<file path="src/common/erx_pkg.sv">
package erx_pkg;

  // Channel count and address width.
  localparam int ERX_CHANNELS = 8;
  localparam int ERX_AW       = 8;

  // Register byte offsets.
  localparam logic [7:0] ERX_OFS_GCF   = 8'h00;
  localparam logic [7:0] ERX_OFS_PWDN  = 8'h04;
  localparam logic [7:0] ERX_OFS_STAT  = 8'h08;
  localparam logic [7:0] ERX_OFS_ISTAT = 8'h0c;
  localparam logic [7:0] ERX_OFS_IMASK = 8'h10;

  // Field positions of global_config_reg.
  localparam int ERX_GCF_DUAL = 0;
  localparam int ERX_GCF_HDB3 = 1;
  localparam int ERX_GCF_ALARM_INSERT_ENABLE = 2;
  localparam int ERX_GCF_HOST = 3;

  // Values after reset.
  localparam logic [3:0]  ERX_GCF_RST   = 4'h2;
  localparam logic [7:0]  ERX_PWDN_RST  = 8'h00;
  localparam logic [15:0] ERX_IMASK_RST = 16'h0000;

  // Times, the cycle counts derived from them, and the mark and zero counts.
  localparam int ERX_PCLK_NS        = 100;
  localparam int ERX_MCLK_STALL_NS  = 2000;
  localparam int ERX_MCLK_STALL_CYC =
    (ERX_MCLK_STALL_NS + ERX_PCLK_NS - 1) / ERX_PCLK_NS;
  localparam int ERX_LOS_IDLE_NS    = 25600;
  localparam int ERX_LOS_IDLE_CYC   =
    (ERX_LOS_IDLE_NS + ERX_PCLK_NS - 1) / ERX_PCLK_NS;
  localparam int ERX_LOS_GAP_NS     = 6400;
  localparam int ERX_LOS_GAP_CYC    = ERX_LOS_GAP_NS / ERX_PCLK_NS;
  localparam int ERX_LOS_CLR_MARKS  = 4;
  localparam int ERX_EXZ_ZEROS      = 4;

  // State of the master clock monitor.
  typedef enum logic [1:0] {
    ERX_MCLK_RUN  = 2'b00,
    ERX_MCLK_HIGH = 2'b01,
    ERX_MCLK_LOW  = 2'b10
  } erx_mclk_t;

endpackage : erx_pkg

</file>
<file path="src/common/erx_lane_if.sv">
`timescale 1ns/100ps
interface erx_lane_if;
  logic data_q;
  logic pos_q;
  logic neg_q;
  logic viol_q;
  logic clk_q;
  logic raw_pos;
  logic raw_neg;
  logic los_q;
  logic viol_evt;

  modport chan (output data_q, pos_q, neg_q, viol_q, clk_q, raw_pos,
                raw_neg, los_q, viol_evt);
  modport top  (input  data_q, pos_q, neg_q, viol_q, clk_q, raw_pos,
                raw_neg, los_q, viol_evt);
endinterface : erx_lane_if

</file>
<file path="src/hw/erx_chan.sv">
`timescale 1ns/100ps
module erx_chan #(
  parameter int LOS_IDLE_CYC = erx_pkg::ERX_LOS_IDLE_CYC,
  parameter int LOS_GAP_CYC  = erx_pkg::ERX_LOS_GAP_CYC
) (
  // Clock and reset
  input  wire logic pclk,
  input  wire logic presetn,
  // Configuration on the same clock
  input  wire logic edge_sel,
  input  wire logic code_hdb3,
  input  wire logic dual_rail,
  input  wire logic ais_en,
  // Sliced line pulses and recovered clock, asynchronous
  input  wire logic line_in_tip,
  input  wire logic line_in_ring,
  input  wire logic line_clk,
  // Decoded lane towards the output stage
  erx_lane_if.chan  lane
);
  localparam int IW = $clog2(LOS_IDLE_CYC + 1);

  typedef struct packed {
    logic [1:0]    tip_s;
    logic [1:0]    ring_s;
    logic [1:0]    clk_s;
    logic          clk_q;
    logic          pos_seen;
    logic          neg_seen;
    logic          seen;
    logic          last_pos;
    logic [3:0]    data_sr;
    logic [3:0]    viol_sr;
    logic [2:0]    zrun;
    logic          ais_ph;
    logic          data_q;
    logic          pos_q;
    logic          neg_q;
    logic          viol_q;
    logic          viol_evt;
    logic          los_q;
    logic [IW-1:0] idle_cnt;
    logic [2:0]    marks;
  } erx_chan_st_t;

  erx_chan_st_t q;
  erx_chan_st_t n;
  logic         tick;
  logic         pos;
  logic         neg;
  logic         mark;
  logic         bpv;
  logic         sub_v;
  logic         sub_b;
  logic         v_in;
  logic [3:0]   sr;

  always_comb begin
    n          = q;
    n.tip_s    = {q.tip_s[0], line_in_tip};
    n.ring_s   = {q.ring_s[0], line_in_ring};
    n.clk_s    = {q.clk_s[0], line_clk};
    n.clk_q    = q.clk_s[1];
    n.viol_evt = 1'b0;
    tick  = edge_sel ? (q.clk_q & ~q.clk_s[1]) : (~q.clk_q & q.clk_s[1]);
    pos   = q.pos_seen | q.tip_s[1];
    neg   = q.neg_seen | q.ring_s[1];
    mark  = pos | neg;
    bpv   = mark & q.seen & (pos == q.last_pos);
    sub_v = code_hdb3 & bpv & (q.data_sr[2:0] == 3'h0);
    sub_b = code_hdb3 & bpv & (q.data_sr[2:0] == 3'h4);
    sr    = q.data_sr;
    if (sub_b) begin
      sr[2] = 1'b0;
    end
    v_in = bpv & ~sub_v & ~sub_b;
    if (code_hdb3 && !mark && q.zrun == 3'(erx_pkg::ERX_EXZ_ZEROS - 1)) begin
      v_in = 1'b1;
    end
    n.pos_seen = pos;
    n.neg_seen = neg;
    if (tick) begin
      n.pos_seen = 1'b0;
      n.neg_seen = 1'b0;
      n.data_sr  = {sr[2:0], mark & ~sub_v & ~sub_b};
      n.viol_sr  = {q.viol_sr[2:0], v_in};
      n.zrun     = mark ? 3'h0 : ((q.zrun == 3'h7) ? q.zrun : q.zrun + 3'h1);
      n.ais_ph   = ~q.ais_ph;
      if (mark) begin
        n.seen     = 1'b1;
        n.last_pos = pos;
      end
      if (ais_en && q.los_q) begin
        n.data_q = 1'b1;
        n.viol_q = 1'b0;
        n.pos_q  = q.ais_ph;
        n.neg_q  = ~q.ais_ph;
      end else begin
        n.data_q   = q.data_sr[3];
        n.viol_q   = ~dual_rail & q.viol_sr[3];
        n.viol_evt = ~dual_rail & q.viol_sr[3];
        n.pos_q    = pos;
        n.neg_q    = neg;
      end
      if (q.los_q && mark) begin
        n.marks = q.marks + 3'h1;
        if (q.marks == 3'(erx_pkg::ERX_LOS_CLR_MARKS - 1)) begin
          n.los_q = 1'b0;
          n.marks = 3'h0;
        end
      end
    end
    if (q.tip_s[1] | q.ring_s[1]) begin
      n.idle_cnt = '0;
    end else if (q.idle_cnt != IW'(LOS_IDLE_CYC)) begin
      n.idle_cnt = q.idle_cnt + IW'(1);
    end
    if (q.idle_cnt == IW'(LOS_GAP_CYC)) begin
      n.marks = 3'h0;
    end
    if (q.idle_cnt == IW'(LOS_IDLE_CYC - 1) && !(q.tip_s[1] | q.ring_s[1]))
    begin
      n.los_q = 1'b1;
    end
  end

  always_ff @(posedge pclk or negedge presetn) begin
    if (!presetn) begin
      q <= '0;
    end else begin
      q <= n;
    end
  end

  assign lane.data_q   = q.data_q;
  assign lane.pos_q    = q.pos_q;
  assign lane.neg_q    = q.neg_q;
  assign lane.viol_q   = q.viol_q;
  assign lane.clk_q    = q.clk_q;
  assign lane.raw_pos  = q.tip_s[1];
  assign lane.raw_neg  = q.ring_s[1];
  assign lane.los_q    = q.los_q;
  assign lane.viol_evt = q.viol_evt;
endmodule : erx_chan

</file>
<file path="src/hw/erx_top.sv">
// The APB interface to the registers and the placing of the registers are this design's own decisions.
`timescale 1ns/100ps
// What this block does
// - Single rail outputs AMI or HDB3 decoded NRZ.
// - Violations drive flag high one receive clock.
// - AMI decoder flags only bipolar violations.
// - Dual rail: rails mark positive and negative pulses.
// - Edge select picks falling or rising edge.
// - Raw rails active low with edge select low.
// - LOS keeps data, or AIS in host mode with alarm insert enabled.
// - Powered down receiver floats its data, flag and clock outputs.
// - Recovery mode outputs the recovered line clock.
// - Raw mode clock is XOR of rails.
// - Reference held high selects raw slicing.
// - Reference held low powers down all receivers.
// - No wait states without running reference.
// - LOS rises on no transitions, falls automatically.
module erx_top #(
  parameter int N            = erx_pkg::ERX_CHANNELS,
  parameter int LOS_IDLE_CYC = erx_pkg::ERX_LOS_IDLE_CYC,
  parameter int LOS_GAP_CYC  = erx_pkg::ERX_LOS_GAP_CYC
) (
  // APB slave
  input  wire logic                      pclk,
  input  wire logic                      presetn,
  input  wire logic                      psel,
  input  wire logic                      penable,
  input  wire logic                      pwrite,
  input  wire logic [erx_pkg::ERX_AW-1:0] paddr,
  input  wire logic [31:0]               pwdata,
  output      logic [31:0]               prdata,
  output      logic                      pready,
  output      logic                      pslverr,
  // Reference clock and edge select pins
  input  wire logic                      mclk,
  input  wire logic                      edge_polarity_select,
  // Line side per channel
  input  wire logic [N-1:0]              line_in_tip,
  input  wire logic [N-1:0]              line_in_ring,
  input  wire logic [N-1:0]              rx_line_clk,
  // Receive outputs per channel
  output      logic [N-1:0]              rx_nrz_data,
  output      logic [N-1:0]              rx_nrz_data_oe,
  output      logic [N-1:0]              rx_violation_flag,
  output      logic [N-1:0]              rx_violation_flag_oe,
  output      logic [N-1:0]              rx_clock_out,
  output      logic [N-1:0]              rx_clock_out_oe,
  output      logic [N-1:0]              loss_of_signal_out,
  // Interrupt
  output      logic                      irq
);
  localparam int SW = $clog2(erx_pkg::ERX_MCLK_STALL_CYC + 1);

  typedef struct packed {
    logic [1:0]         mclk_s;
    logic               mclk_q;
    logic [SW-1:0]      stall_cnt;
    erx_pkg::erx_mclk_t mstate;
    logic [1:0]         edge_s;
    logic [3:0]         global_config_reg;
    logic [N-1:0]       pwdn;
    logic [2*N-1:0]     ist;
    logic [2*N-1:0]     imask;
    logic [N-1:0]       los_d;
    logic [31:0]        prdata;
    logic               pslverr;
    logic [N-1:0]       dat;
    logic [N-1:0]       neg;
    logic [N-1:0]       clk;
    logic [N-1:0]       oe;
    logic [N-1:0]       los;
    logic               irq;
  } erx_top_st_t;

  erx_top_st_t  q;
  erx_top_st_t  n;
  logic         setup;
  logic         access;
  logic         hit;
  logic [31:0]  rd_mux;
  logic [N-1:0] nx_dat;
  logic [N-1:0] nx_neg;
  logic [N-1:0] nx_clk;
  logic [N-1:0] nx_oe;
  logic [N-1:0] los_w;
  logic [N-1:0] viol_w;
  logic [N-1:0] clk_w;
  logic [N-1:0] rawp_w;
  logic         raw_mode;
  logic         edge_sel;

  assign raw_mode = (q.mstate == erx_pkg::ERX_MCLK_HIGH);
  assign edge_sel = q.edge_s[1];

  genvar gi;
  generate
    for (gi = 0; gi < N; gi++) begin : g_ch
      erx_lane_if lane ();
      logic       down;
      logic       rp;
      logic       rn;

      erx_chan #(
        .LOS_IDLE_CYC (LOS_IDLE_CYC),
        .LOS_GAP_CYC  (LOS_GAP_CYC)
      ) u_chan (
        .pclk         (pclk),
        .presetn      (presetn),
        .edge_sel     (edge_sel),
        .code_hdb3    (q.global_config_reg[erx_pkg::ERX_GCF_HDB3]),
        .dual_rail    (q.global_config_reg[erx_pkg::ERX_GCF_DUAL]),
        .ais_en       (q.global_config_reg[erx_pkg::ERX_GCF_HOST] &
                       q.global_config_reg[erx_pkg::ERX_GCF_ALARM_INSERT_ENABLE]),
        .line_in_tip  (line_in_tip[gi]),
        .line_in_ring (line_in_ring[gi]),
        .line_clk     (rx_line_clk[gi]),
        .lane         (lane.chan)
      );

      assign down = q.pwdn[gi] | (q.mstate == erx_pkg::ERX_MCLK_LOW);
      // raw rail polarity from edge select
      assign rp   = edge_sel ? lane.raw_pos : ~lane.raw_pos;
      assign rn   = edge_sel ? lane.raw_neg : ~lane.raw_neg;
      assign nx_oe[gi]  = ~down;
      assign nx_dat[gi] = raw_mode ? rp :
                          (q.global_config_reg[erx_pkg::ERX_GCF_DUAL] ? lane.pos_q
                                                        : lane.data_q);
      assign nx_neg[gi] = raw_mode ? rn :
                          (q.global_config_reg[erx_pkg::ERX_GCF_DUAL] ? lane.neg_q
                                                        : lane.viol_q);
      assign nx_clk[gi] = raw_mode ? (rp ^ rn) : lane.clk_q;
      assign los_w[gi]  = lane.los_q;
      assign viol_w[gi] = lane.viol_evt;
      assign clk_w[gi]  = lane.clk_q;
      assign rawp_w[gi] = lane.raw_pos;
    end
  endgenerate

  always_comb begin
    setup  = psel & ~penable;
    access = psel & penable;
    hit    = 1'b1;
    rd_mux = 32'h0000_0000;
    case (paddr)
      erx_pkg::ERX_OFS_GCF:   rd_mux[3:0]     = q.global_config_reg;
      erx_pkg::ERX_OFS_PWDN:  rd_mux[N-1:0]   = q.pwdn;
      erx_pkg::ERX_OFS_STAT:  rd_mux[N+1:0]   = {q.mstate, q.los};
      erx_pkg::ERX_OFS_ISTAT: rd_mux[2*N-1:0] = q.ist;
      erx_pkg::ERX_OFS_IMASK: rd_mux[2*N-1:0] = q.imask;
      default:                hit             = 1'b0;
    endcase
  end

  always_comb begin
    n        = q;
    n.mclk_s = {q.mclk_s[0], mclk};
    n.mclk_q = q.mclk_s[1];
    n.edge_s = {q.edge_s[0], edge_polarity_select};
    if (q.mclk_s[1] != q.mclk_q) begin
      n.stall_cnt = '0;
    end else if (q.stall_cnt != SW'(erx_pkg::ERX_MCLK_STALL_CYC)) begin
      n.stall_cnt = q.stall_cnt + SW'(1);
    end
    case (q.mstate)
      erx_pkg::ERX_MCLK_RUN: begin
        // A reference edge in the same cycle keeps recovery mode.
        if (q.stall_cnt == SW'(erx_pkg::ERX_MCLK_STALL_CYC) &&
            q.mclk_s[1] == q.mclk_q) begin
          n.mstate = q.mclk_q ? erx_pkg::ERX_MCLK_HIGH
                              : erx_pkg::ERX_MCLK_LOW;
        end
      end
      erx_pkg::ERX_MCLK_HIGH,
      erx_pkg::ERX_MCLK_LOW: begin
        if (q.mclk_s[1] != q.mclk_q) begin
          n.mstate = erx_pkg::ERX_MCLK_RUN;
        end
      end
      default: begin
        n.mstate = erx_pkg::ERX_MCLK_RUN;
      end
    endcase

    if (setup) begin
      n.prdata  = rd_mux;
      n.pslverr = ~hit;
    end
    if (access && pwrite && hit) begin
      case (paddr)
        erx_pkg::ERX_OFS_GCF:   n.global_config_reg   = pwdata[3:0];
        erx_pkg::ERX_OFS_PWDN:  n.pwdn  = pwdata[N-1:0];
        erx_pkg::ERX_OFS_ISTAT: n.ist   = q.ist & ~pwdata[2*N-1:0];
        erx_pkg::ERX_OFS_IMASK: n.imask = pwdata[2*N-1:0];
        default:                n.global_config_reg   = q.global_config_reg;
      endcase
    end
    // A new event wins over a simultaneous clear.
    n.los_d = los_w;
    n.ist   = n.ist | {viol_w, los_w & ~q.los_d};
    n.irq   = |(n.ist & n.imask);

    n.dat = nx_dat;
    n.neg = nx_neg;
    n.clk = nx_clk;
    n.oe  = nx_oe;
    n.los = los_w;
  end

  always_ff @(posedge pclk or negedge presetn) begin
    if (!presetn) begin
      q        <= '0;
      q.mstate <= erx_pkg::ERX_MCLK_RUN;
      q.global_config_reg    <= erx_pkg::ERX_GCF_RST;
      q.pwdn   <= erx_pkg::ERX_PWDN_RST;
      q.imask  <= erx_pkg::ERX_IMASK_RST;
    end else begin
      q <= n;
    end
  end

  assign prdata               = q.prdata;
  assign pready               = 1'b1;
  assign pslverr              = q.pslverr;
  assign rx_nrz_data          = q.dat;
  assign rx_nrz_data_oe       = q.oe;
  assign rx_violation_flag    = q.neg;
  assign rx_violation_flag_oe = q.oe;
  assign rx_clock_out         = q.clk;
  assign rx_clock_out_oe      = q.oe;
  assign loss_of_signal_out   = q.los;
  assign irq                  = q.irq;
endmodule : erx_top

</file>
<file path="config.mk">
export PLATFORM = sky130hd
export DESIGN_NAME = erx_top
export DESIGN_NICKNAME = d
export VERILOG_FILES = /design/src/common/erx_pkg.sv /design/src/common/erx_lane_if.sv /design/src/hw/erx_chan.sv /design/src/hw/erx_top.sv
export SDC_FILE = /design/constraint.sdc
export NUM_CORES = 1
export LEC_CHECK = 0
export ABC_AREA = 1
export BUFFER_PORTS_ARGS = -buffer_cell sky130_fd_sc_hd__buf_2
export CAP_MARGIN = 40
export CORE_MARGIN = 10
export CORE_UTILIZATION = 40
export CTS_CLUSTER_SIZE = 20
export DETAILED_ROUTE_END_ITERATION = 12
export REMOVE_ABC_BUFFERS = 1
export SETUP_SLACK_MARGIN = 0.02
export SYNTH_ARGS = -nofsm -noshare
export SYNTH_HDL_FRONTEND = slang
export SYNTH_SLANG_ARGS = --single-unit
</file>
<file path="constraint.sdc">
create_clock -name pclk -period 1.7 [get_ports pclk]
set_clock_uncertainty 0.05 [all_clocks]
set_input_delay 0.34 -clock pclk [delete_from_list [all_inputs] [get_ports pclk]]
set_output_delay 0.34 -clock pclk [all_outputs]
set_load 0.02 [all_outputs]
</file>
== Word-level counts from Yosys, hierarchy flattened ==
Cells that the tools add are included.
Word-level totals
  word-level logic and storage cells: 876
  bits of input ports: 71
  memories kept: 0
  latch bits: 0
  output and inout port bits: 91
  bits in registers: 442
  bits in read-only memories: 0
  RAM bits: 0
Cells by class
  shift operators: 0
  add/subtract/negate cells: 25
  reductions and logical operators: 156
  $lt $le $gt $ge: 0
  equal/unequal tests: 84
  div/mod/pow operators: 0
  muxes and demuxes: 214
  bitwise gates (word level): 220
  multipliers: 0
Operator list (number)
  two-way mux 22 bit: 8
  two-way mux 3 bit: 48
  two-way mux 9 bit: 16
  two-way mux 1 bit: 113
  AND 1 bit: 99
  nonzero test 2 bit: 49
  adder 9 x 1 -> 9 bit, second input constant: 8
  equality test 9 x 7 -> 1 bit, second input constant: 8
  equality test 9 x 8 -> 1 bit, second input constant: 8
  inequality test 9 bit, second input constant: 8
  NOT 1 bit: 67
  AND reduction 2 bit: 27
  adder 3 x 1 -> 3 bit, second input constant: 16
  equality test 3 x 2 -> 1 bit, second input constant: 16
  equality test 3 bit, second input constant: 16
  logical AND 1 bit: 43
  OR 1 bit: 40
  AND 16 bit: 2
  two-way mux 16 bit: 2
  two-way mux 32 bit: 1
  two-way mux 4 bit: 8
  zero test 3 bit: 8
  AND reduction 3 bit: 8
  two-way mux 2 bit: 11
  29 further kinds: 69

== Logic depth before layout (Yosys ltp) ==
Gate-level depths: netlist of the first run.
  depth in word-level cells: 12
  mapped depth: 16
  gate-level depth less buffers: 15

== Hierarchy ==
From an unflattened synthesis of the first run, not the netlist that was laid out.
Unflattened totals
  cell total of the unflattened synthesis: 2410
  area, all modules: 21021.4 um2
Modules (own cells, without submodules)
  erx_chan at g_ch[0].u_chan ...: times used 7, seq. area each 1026.0 um2, cells an instance 214, area an instance 1873.0 um2
  erx_top: times used 1, seq. area each 2854.0 um2, cells an instance 698, area an instance 6017.0 um2
  erx_chan at g_ch[4].u_chan: times used 1, seq. area each 1026.0 um2, cells an instance 214, area an instance 1893.1 um2

== Worst setup path after synthesis of the first run ==
Ideal clock, no wire load.
  path type: input-to-reg
  from: in paddr[5] in the netlist's numbering
  to: reg q (netlist bit irq)
  arrival: 1.522 ns
  stages on the path: 15
  data required time: 1.531 ns
  path buffers: 1
  path slack: 0.009 ns
  setup time: 0.119 ns
  cell sequence: nor2_1 nand2_2 nor2_1 nor2_2 nand3_4 buf_12 nand3_2 nand2_2 nand2_2 nand2_1 nand2_1 clkinv_1 nand2_1 nor2_1 nand2_1
RTL lines
  start, declared: line erx_top.sv:29  | input wire logic [erx_pkg::ERX_AW-1:0] paddr,
  end signal, assigned: line erx_top.sv:217  | q <= n;
  end, declared: line erx_top.sv:75  | erx_top_st_t q;

== Final worst setup path of the first run ==
  from: reg q (netlist bit edge_sel)
  to: reg g_ch[7].u_chan.q (netlist bit g_ch[7].u_chan.lane.los_q)
Between the ends
  cells in the longest elaborated chain, start to end: 3
RTL lines
  two-way mux 1 bit: line erx_chan.sv:65  | tick = edge_sel ? (q.clk_q & ~q.clk_s[1]) : (~q.clk_q & q.clk_s[1]);
  nonzero test 2 bit (no source line)
  AND reduction 3 bit (no source line)
  end signal, assigned: line erx_chan.sv:131  | q <= n;
  end, declared: line erx_chan.sv:46  | erx_chan_st_t q;
No other way between the ends.
A chain may end at the register's enable or synchronous reset.

==> flow_metrics.tcl, run 1 <==
set metrics [dict create \
    clock-root-buffer "clkbuf_16" \
    drv_slew 0 \
    status "finished clean" \
    reg2reg_from "edge_sel" \
    powerDensity_nw_per_um2 1100 \
    regToRegSetupSlack_ns 0.04 \
    worst_slew_pin_slew_ns 0.530 \
    netSwitchingPower_mw 7.23 \
    whs_endpoint "q[91]" \
    synth_cells 2168 \
    synth_ff_type "dfrtp_1" \
    dieArea_sq_um 58800 \
    tns_ns 0 \
    hold_class "in -> reg" \
    antenna_found_initial 0 \
    power_frac_comb 0.142 \
    finalPower_mw 26.9 \
    required_ns 2.11 \
    place_inst 2981 \
    synth_area_leader_cell "dfrtp_1" \
    worstHoldStart "pwdata[9]" \
    synth_seq_cells 442 \
    clk_pin_slew_ns 0.06 \
    end_kind "register" \
    clock.fmax_ghz 0.602 \
    synth_edf_count 0 \
    fp.dieW_microns 243 \
    netlist_top_cells_count "dfrtp_1 (441), nand2_1 (330), inv_1 (320), o21ai_0 (243), nor2_1 (203)" \
    rsz0062_at_grt "true" \
    max_cap_viol_count 0 \
    drive_gt1_frac 0.216 \
    fin_cells 3123 \
    synth_area_leaders "dfrtp_1 (56%), nand2_1 (6.3%), o21ai_0 (6.1%), inv_1 (6.1%), ha_1 (3.9%)" \
    clock-sinks 442 \
    port_buffers 128 \
    wl_microns 47600 \
    final_nets 2552 \
    routedWlPerCell_microns 15.3 \
    grt_max_degree 67 \
    arrival_ns 2.07 \
    core_area_sq_um 49000 \
    r2r_cells 11 \
    numCtsBuffers 49 \
    peakVddDrop_v 0.000647 \
    timing.rr.end "g_ch[7].u_chan.lane.los_q" \
    io_pins 162 \
    switching_share 0.269 \
    via_count 15100 \
    syn_avg_cell_area_sq_um 9.14 \
    postRouteAntennaNets 0 \
    synth-warning-count 0 \
    grt-ovfl-total 0 \
    post-route-util 0.499 \
    path_class "reg -> reg" \
    period_minus_slack_ns 1.66 \
    fill_cells 4472 \
    ys_seq_area_frac 0.558 \
    yosys.area.top_type_share 0.557 \
    area_growth_pct 23.2 \
    clk_latency_ns 0.59 \
    cts_tree "built" \
    dp_hpwl_microns 33600 \
    drt_iter0_drc 1095 \
    finalHoldViolations 0 \
    synth_area_sq_um 19800 \
    die_y_microns 243 \
    place_area_sq_um 21700 \
    fin_crit_sh 0.978 \
    pwr-share-clk 0.402 \
    synth-async-reset-ratio 1.00 \
    initial_core_util 0.405 \
    power.internal_mw 19.6 \
    drc 0 \
    hold_depth 3 \
    htree_levels 2 \
    grt_pass1_wl_microns 77700 \
    fp-row-count 81 \
    finalSetupViolCount 0 \
    gp_congestion 0.824 \
    yosys.cell_count.top_type "dfrtp_1" \
    maxSlewHeadroom 0.646 \
    viasPerCell 4.82 \
    seqPwrFrac 0.456 \
    clockBufferDepth 3 \
    grt_usage 0.160 \
    grt_pass1_vias 15100 \
    p_leak_nw 11.6 \
    crit_path_start_kind "register" \
    fin_area_sq_um 24400 \
    drt-pass1-iter-count 5 \
    synth_cell_type_count 46 \
    crit_fanout 5 \
]
## metal layers
metal  up-vias  track usage  part of all wire
li1       7384            -                 -
met1      7294        0.218              0.46
met2       315        0.255              0.47
met3        69       0.0301             0.049
met4         0       0.0461             0.023
met5         -            0                 0
## worst max-delay path by stage
stage	startpoint	endpoint	slack (ns)	depth (start not counted)
2_1_floorplan	edge_sel	g_ch[7].u_chan.q[2]	-0.69	9
3_3_place_gp	paddr[5]	irq	-0.28	13
3_5_place_dp	paddr[7]	irq	-0.33	15
4_1_cts	edge_sel	g_ch[7].u_chan.q[19]	-0.04	8
5_1_grt	edge_sel	g_ch[5].u_chan.q[0]	-0.05	10
6_report	edge_sel	g_ch[7].u_chan.lane.los_q	0.04	11
## sequential cells by signal, indices dropped and copies added, names as in the netlist, 8 cells and up
register	flops
g_ch.u_chan.q	224
q	52
g_ch.u_chan.n	32
prdata	16
g_ch.u_chan.lane.clk_q	8
g_ch.u_chan.lane.data_q	8
g_ch.u_chan.lane.los_q	8
g_ch.u_chan.lane.neg_q	8
g_ch.u_chan.lane.pos_q	8
g_ch.u_chan.lane.raw_neg	8
g_ch.u_chan.lane.raw_pos	8
g_ch.u_chan.lane.viol_evt	8
g_ch.u_chan.lane.viol_q	8
loss_of_signal_out	8
rx_clock_out	8
rx_clock_out_oe	8
rx_nrz_data	8
rx_violation_flag	8
## critical path: stages (launching register included)
cell and delay, ns:
dfrtp_2 0.45, inv_4 0.08, buf_12 0.12, buf_4 0.12, nand3_1 0.08, nand2_2 0.09, inv_2 0.04, nor2_1 0.08
inv_1 0.08, buf_4 0.16, o21ai_2 0.10, nand2_1 0.06
## power by group through the flow
stage,combinational (mW),clock [mW],sequential [mW]
finish,3.80,10.8,12.3
global route,4.27,11.6,12.4
CTS,3.76,11.1,12.3
detailed placement,3.66,0,12.4
global placement,3.60,0,12.4
floorplan,1.61,0,12.7
## cell usage in the layout, fill, tap and decap left out, types with 10 or more instances in the layout
cell and n:
nand3_2 13, a21oi_1 98, buf_2 127, nand4_1 18, clkbuf_8 10, clkbuf_1 13, inv_2 30, o21ai_0 213
nor3_1 26, nor2_1 179, o21ai_1 35, a221oi_1 10, o21ai_2 12, nor2_4 17, clkbuf_16 51, buf_12 15
dfrtp_1 436, a31oi_1 12, dlygate4sd3_1 35, ha_1 53, inv_1 292, nand3_1 71, nand2_1 320, xor2_1 42
nand2_2 25, buf_4 130, nor2_2 17, conb_1 17, o22ai_1 14
## cell families (layout without fill, tap and decap cells)
group | count (synthesis) | after routing | synth area share
adders and majority gates | 61 | 61 | 0.0385
buffers and inverters | 460 | 735 | 0.107
AOI/OAI and AO/OA | 418 | 418 | 0.113
other | 2 | 18 | 0.000379
DFF | 442 | 442 | 0.558
and+or+nand+nor | 739 | 739 | 0.163
xor gates and xnor gates | 46 | 46 | 0.0203
## final cells by class
cell class | count | area (sq um) | share of cell area
flip-flops and latches | 442 | 11100 | 0.453
multi-input cells | 1281 | 7250 | 0.297
repair buffers | 317 | 2380 | 0.0974
clock buffers | 74 | 1460 | 0.0599
inverters | 329 | 1240 | 0.0507
well taps | 664 | 831 | 0.0340
clock inverters | 15 | 188 | 0.00769
diodes | 1 | 2.50 | 0.000102
## repair_timing
| item | CTS | global route |
|---|---|---|
| hold endpoints to repair | 237 | 0 |
| pin swaps | 4 | 39 |
| endpoints found under the setup margin | 28 | 94 |
| setup buffers | 2 | 15 |
| resized for setup | 24 | 172 |
| hold buffers | 35 | 0 |
## through the flow
stage / hold slack [ns] / setup WS [ns]
after global routing: 0.0321 / -0.0537
after detailed placement: 0.220 / -0.327
after floorplan: -0.00559 / -0.691
final: 0.0407 / 0.0381
after global placement: 0.219 / -0.281
after CTS: 0.00420 / -0.0357
Note: power is estimated with default switching activity, not from simulation.
==> inputs of run 2 (changes only) <==
--- a/config.mk
+++ b/config.mk
@@ -5,13 +5,12 @@
 export SDC_FILE = /design/constraint.sdc
 export NUM_CORES = 1
 export LEC_CHECK = 0
-export ABC_AREA = 1
-export BUFFER_PORTS_ARGS = -buffer_cell sky130_fd_sc_hd__buf_2
 export CAP_MARGIN = 40
 export CORE_MARGIN = 10
 export CORE_UTILIZATION = 40
 export CTS_CLUSTER_SIZE = 20
 export DETAILED_ROUTE_END_ITERATION = 12
+export DONT_BUFFER_PORTS = 1
 export REMOVE_ABC_BUFFERS = 1
 export SETUP_SLACK_MARGIN = 0.02
 export SYNTH_ARGS = -nofsm -noshare
==> flow_metrics.tcl, run 2 <==
set metrics [dict create \
    whs_ns -0.594 \
    ys_seq_area_frac 0.553 \
    synth-warning-count 0 \
    clk_pin_slew_ns 0.06 \
    peakVddDrop_v 0.000662 \
    crit_path_start_kind "primary input" \
    hold_buffers 52 \
    area_growth_pct 25.3 \
    synth-async-reset-ratio 1.00 \
    drv_slew 0 \
    hold_class "in -> async" \
    yosys.cell_count.top_type "dfrtp_1" \
    cp_slowest_stage_delay_ns 0.54 \
    place_inst 2620 \
    dp_hpwl_microns 32500 \
    finalHoldViolations 454 \
    die_y_microns 244 \
    synth_cell_type_count 71 \
    grt-ovfl-total 0 \
    netlist_top_cells_count "dfrtp_1 (441), nand2_1 (323), nor2_1 (176), o21ai_0 (119), a21oi_1 (96)" \
    synth_area_leader_cell "dfrtp_1" \
    numCtsBuffers 50 \
    maxSlewHeadroom 0.00656 \
    final_cell_mix "dfrtp_1 (429), nand2_1 (301), buf_4 (181), nor2_1 (170), o21ai_0 (78)" \
    drive_gt1_frac 0.244 \
    rsz0062_at_grt "true" \
    gp_congestion 0.893 \
    crit_chain "or3_1, buf_12, o41ai_1, a221o_1, o2111ai_1, or4_4" \
    violations "hold timing, setup timing" \
    arrival_ns 2.31 \
    top_register "g_ch.u_chan.q" \
    synth_ff_type "dfrtp_1" \
    max_cap_viol_count 0 \
    core_area_sq_um 49300 \
    grt_pass1_vias 14500 \
    clock-sinks 442 \
    synth_edf_count 0 \
    fin_area_sq_um 25100 \
    fp.dieW_microns 244 \
    status "finished, violations left" \
    drc 0 \
    syn_avg_cell_area_sq_um 10.3 \
    routedWlPerCell_microns 17.7 \
    viasPerCell 5.10 \
    final_nets 2274 \
    crit_slowest_cell "or4_4" \
    grt_max_degree 443 \
    powerDensity_nw_per_um2 1040 \
    clockBufferDepth 3 \
    worst_slew_pin_slew_ns 1.49 \
    antenna_found_initial 3 \
    port_buffers 0 \
    synth_seq_cells 442 \
    clk_latency_ns 0.60 \
    period_minus_slack_ns 1.90 \
    grt_pass1_wl_microns 79000 \
    synth_cells 1947 \
    path_class "in -> reg" \
    finalSetupViolCount 45 \
    drt_iter0_drc 994 \
    grt_usage 0.164 \
    post-route-util 0.509 \
    postRouteAntennaNets 0 \
    p_leak_nw 11.2 \
    htree_levels 2 \
    crit_fanout 19 \
    via_count 14500 \
    fin_cells 2850 \
    required_ns 2.11 \
    synth_area_sq_um 20000 \
    drt-pass1-iter-count 4 \
    wl_microns 50500 \
    fp-row-count 81 \
    largest_register_ff_count 224 \
    fin_crit_sh 1.12 \
    cts_tree "built" \
    fin_ws_ns -0.201 \
    dieArea_sq_um 59400 \
    clock.fmax_ghz 0.526 \
    synth_area_leaders "dfrtp_1 (55%), nand2_1 (6.1%), ha_1 (3.8%), buf_4 (3.3%), nor2_1 (3.3%)" \
    finalPower_mw 26.0 \
    end_kind "register" \
    place_area_sq_um 21200 \
    yosys.area.top_type_share 0.551 \
    initial_core_util 0.406 \
    clock-root-buffer "clkbuf_16" \
    final_common_cell "dfrtp_1" \
    io_pins 162 \
]
run 2: layout make-up:
class,count,area (sq um)
fill,4368,24200
inverter,55,206
clock inverter,24,303
antenna,2,5.00
timing repair buffer,291,2680
clock buffer,70,1440
tap,664,831
sequential,442,11100
multi-input combinational,1302,8530
run 2: per-stage QoR:
stage | setup slack, ns | TNS (ns) | hold WS [ns]
3_5_place_dp | -0.832 | -12.86 | 0.0193
2_1_floorplan | -1.48 | -144.62 | -0.00559
5_1_grt | -0.239 | -5.66 | -0.627
3_3_place_gp | -0.800 | -10.94 | 0.0219
6_report | -0.201 | -2.69 | -0.594
4_1_cts | -0.186 | -0.992 | -0.634
run 2: power breakdown:
part,total (mW),switching (mW),internal [mW]
clock,11.3,4.47,6.83
combinational,2.34,1.18,1.16
sequential,12.4,0.866,11.5
total,26.0,6.51,19.5
run 2: worst paths after layout:
check                                     startpoint                           to  slack [ns]  cells past startpoint
max                                         paddr[1]                          irq       -0.20                      6
min                                          presetn          g_ch[3].u_chan.q[3]       -0.59                      0
max reg2reg                g_ch[7].u_chan.lane.los_q                          irq       -0.17                      5
min reg2reg                     g_ch[7].u_chan.n[38]  g_ch[7].u_chan.lane.raw_neg        0.30                      0
max in group asynchronous                    presetn           rx_clock_out_oe[0]        0.91                      0
min in group pclk                           paddr[3]                       q[110]       -0.05                      3
run 2: cell families (layout without fill, tap and decap cells):
family                     count (synthesis)  after routing  synth area share
other                                      2             19          0.000375
muxes                                     52             52            0.0308
adders and majority gates                 61             61            0.0381
and+or+nand+nor                          765            765             0.182
xor gates and xnor gates                  79             79            0.0346
AOI/OAI and AO/OA                        328            328             0.103
DFF                                      442            442             0.553
buffers and inverters                    218            440            0.0592
run 2: worst max-delay path, delay by kind of cell:
kind | cells | cell delay, ns
buffers and inverters | 1 | 0.18
AND/OR/NAND/NOR | 2 | 0.95
AO/OA/AOI/OAI | 3 | 0.83
run 2: repair_timing:
item | in CTS | in global routing
pin swaps | 28 | 57
endpoints found under the hold margin | 514 | 455
cloned | 2 | 11
buffers inserted | 27 | 47
endpoints found under the setup margin | 82 | 103
gates resized for setup | 100 | 172
run 2: metal layers:
| layer | vias up | routed length [microns] | GRT usage |
|---|---|---|---|
| li1 | 6980 | - | - |
| met1 | 7206 | 22400 | 0.216 |
| met2 | 275 | 24000 | 0.264 |
| met3 | 59 | 3020 | 0.0415 |
| met4 | 2 | 1050 | 0.0446 |
| met5 | - | 13 | 0 |
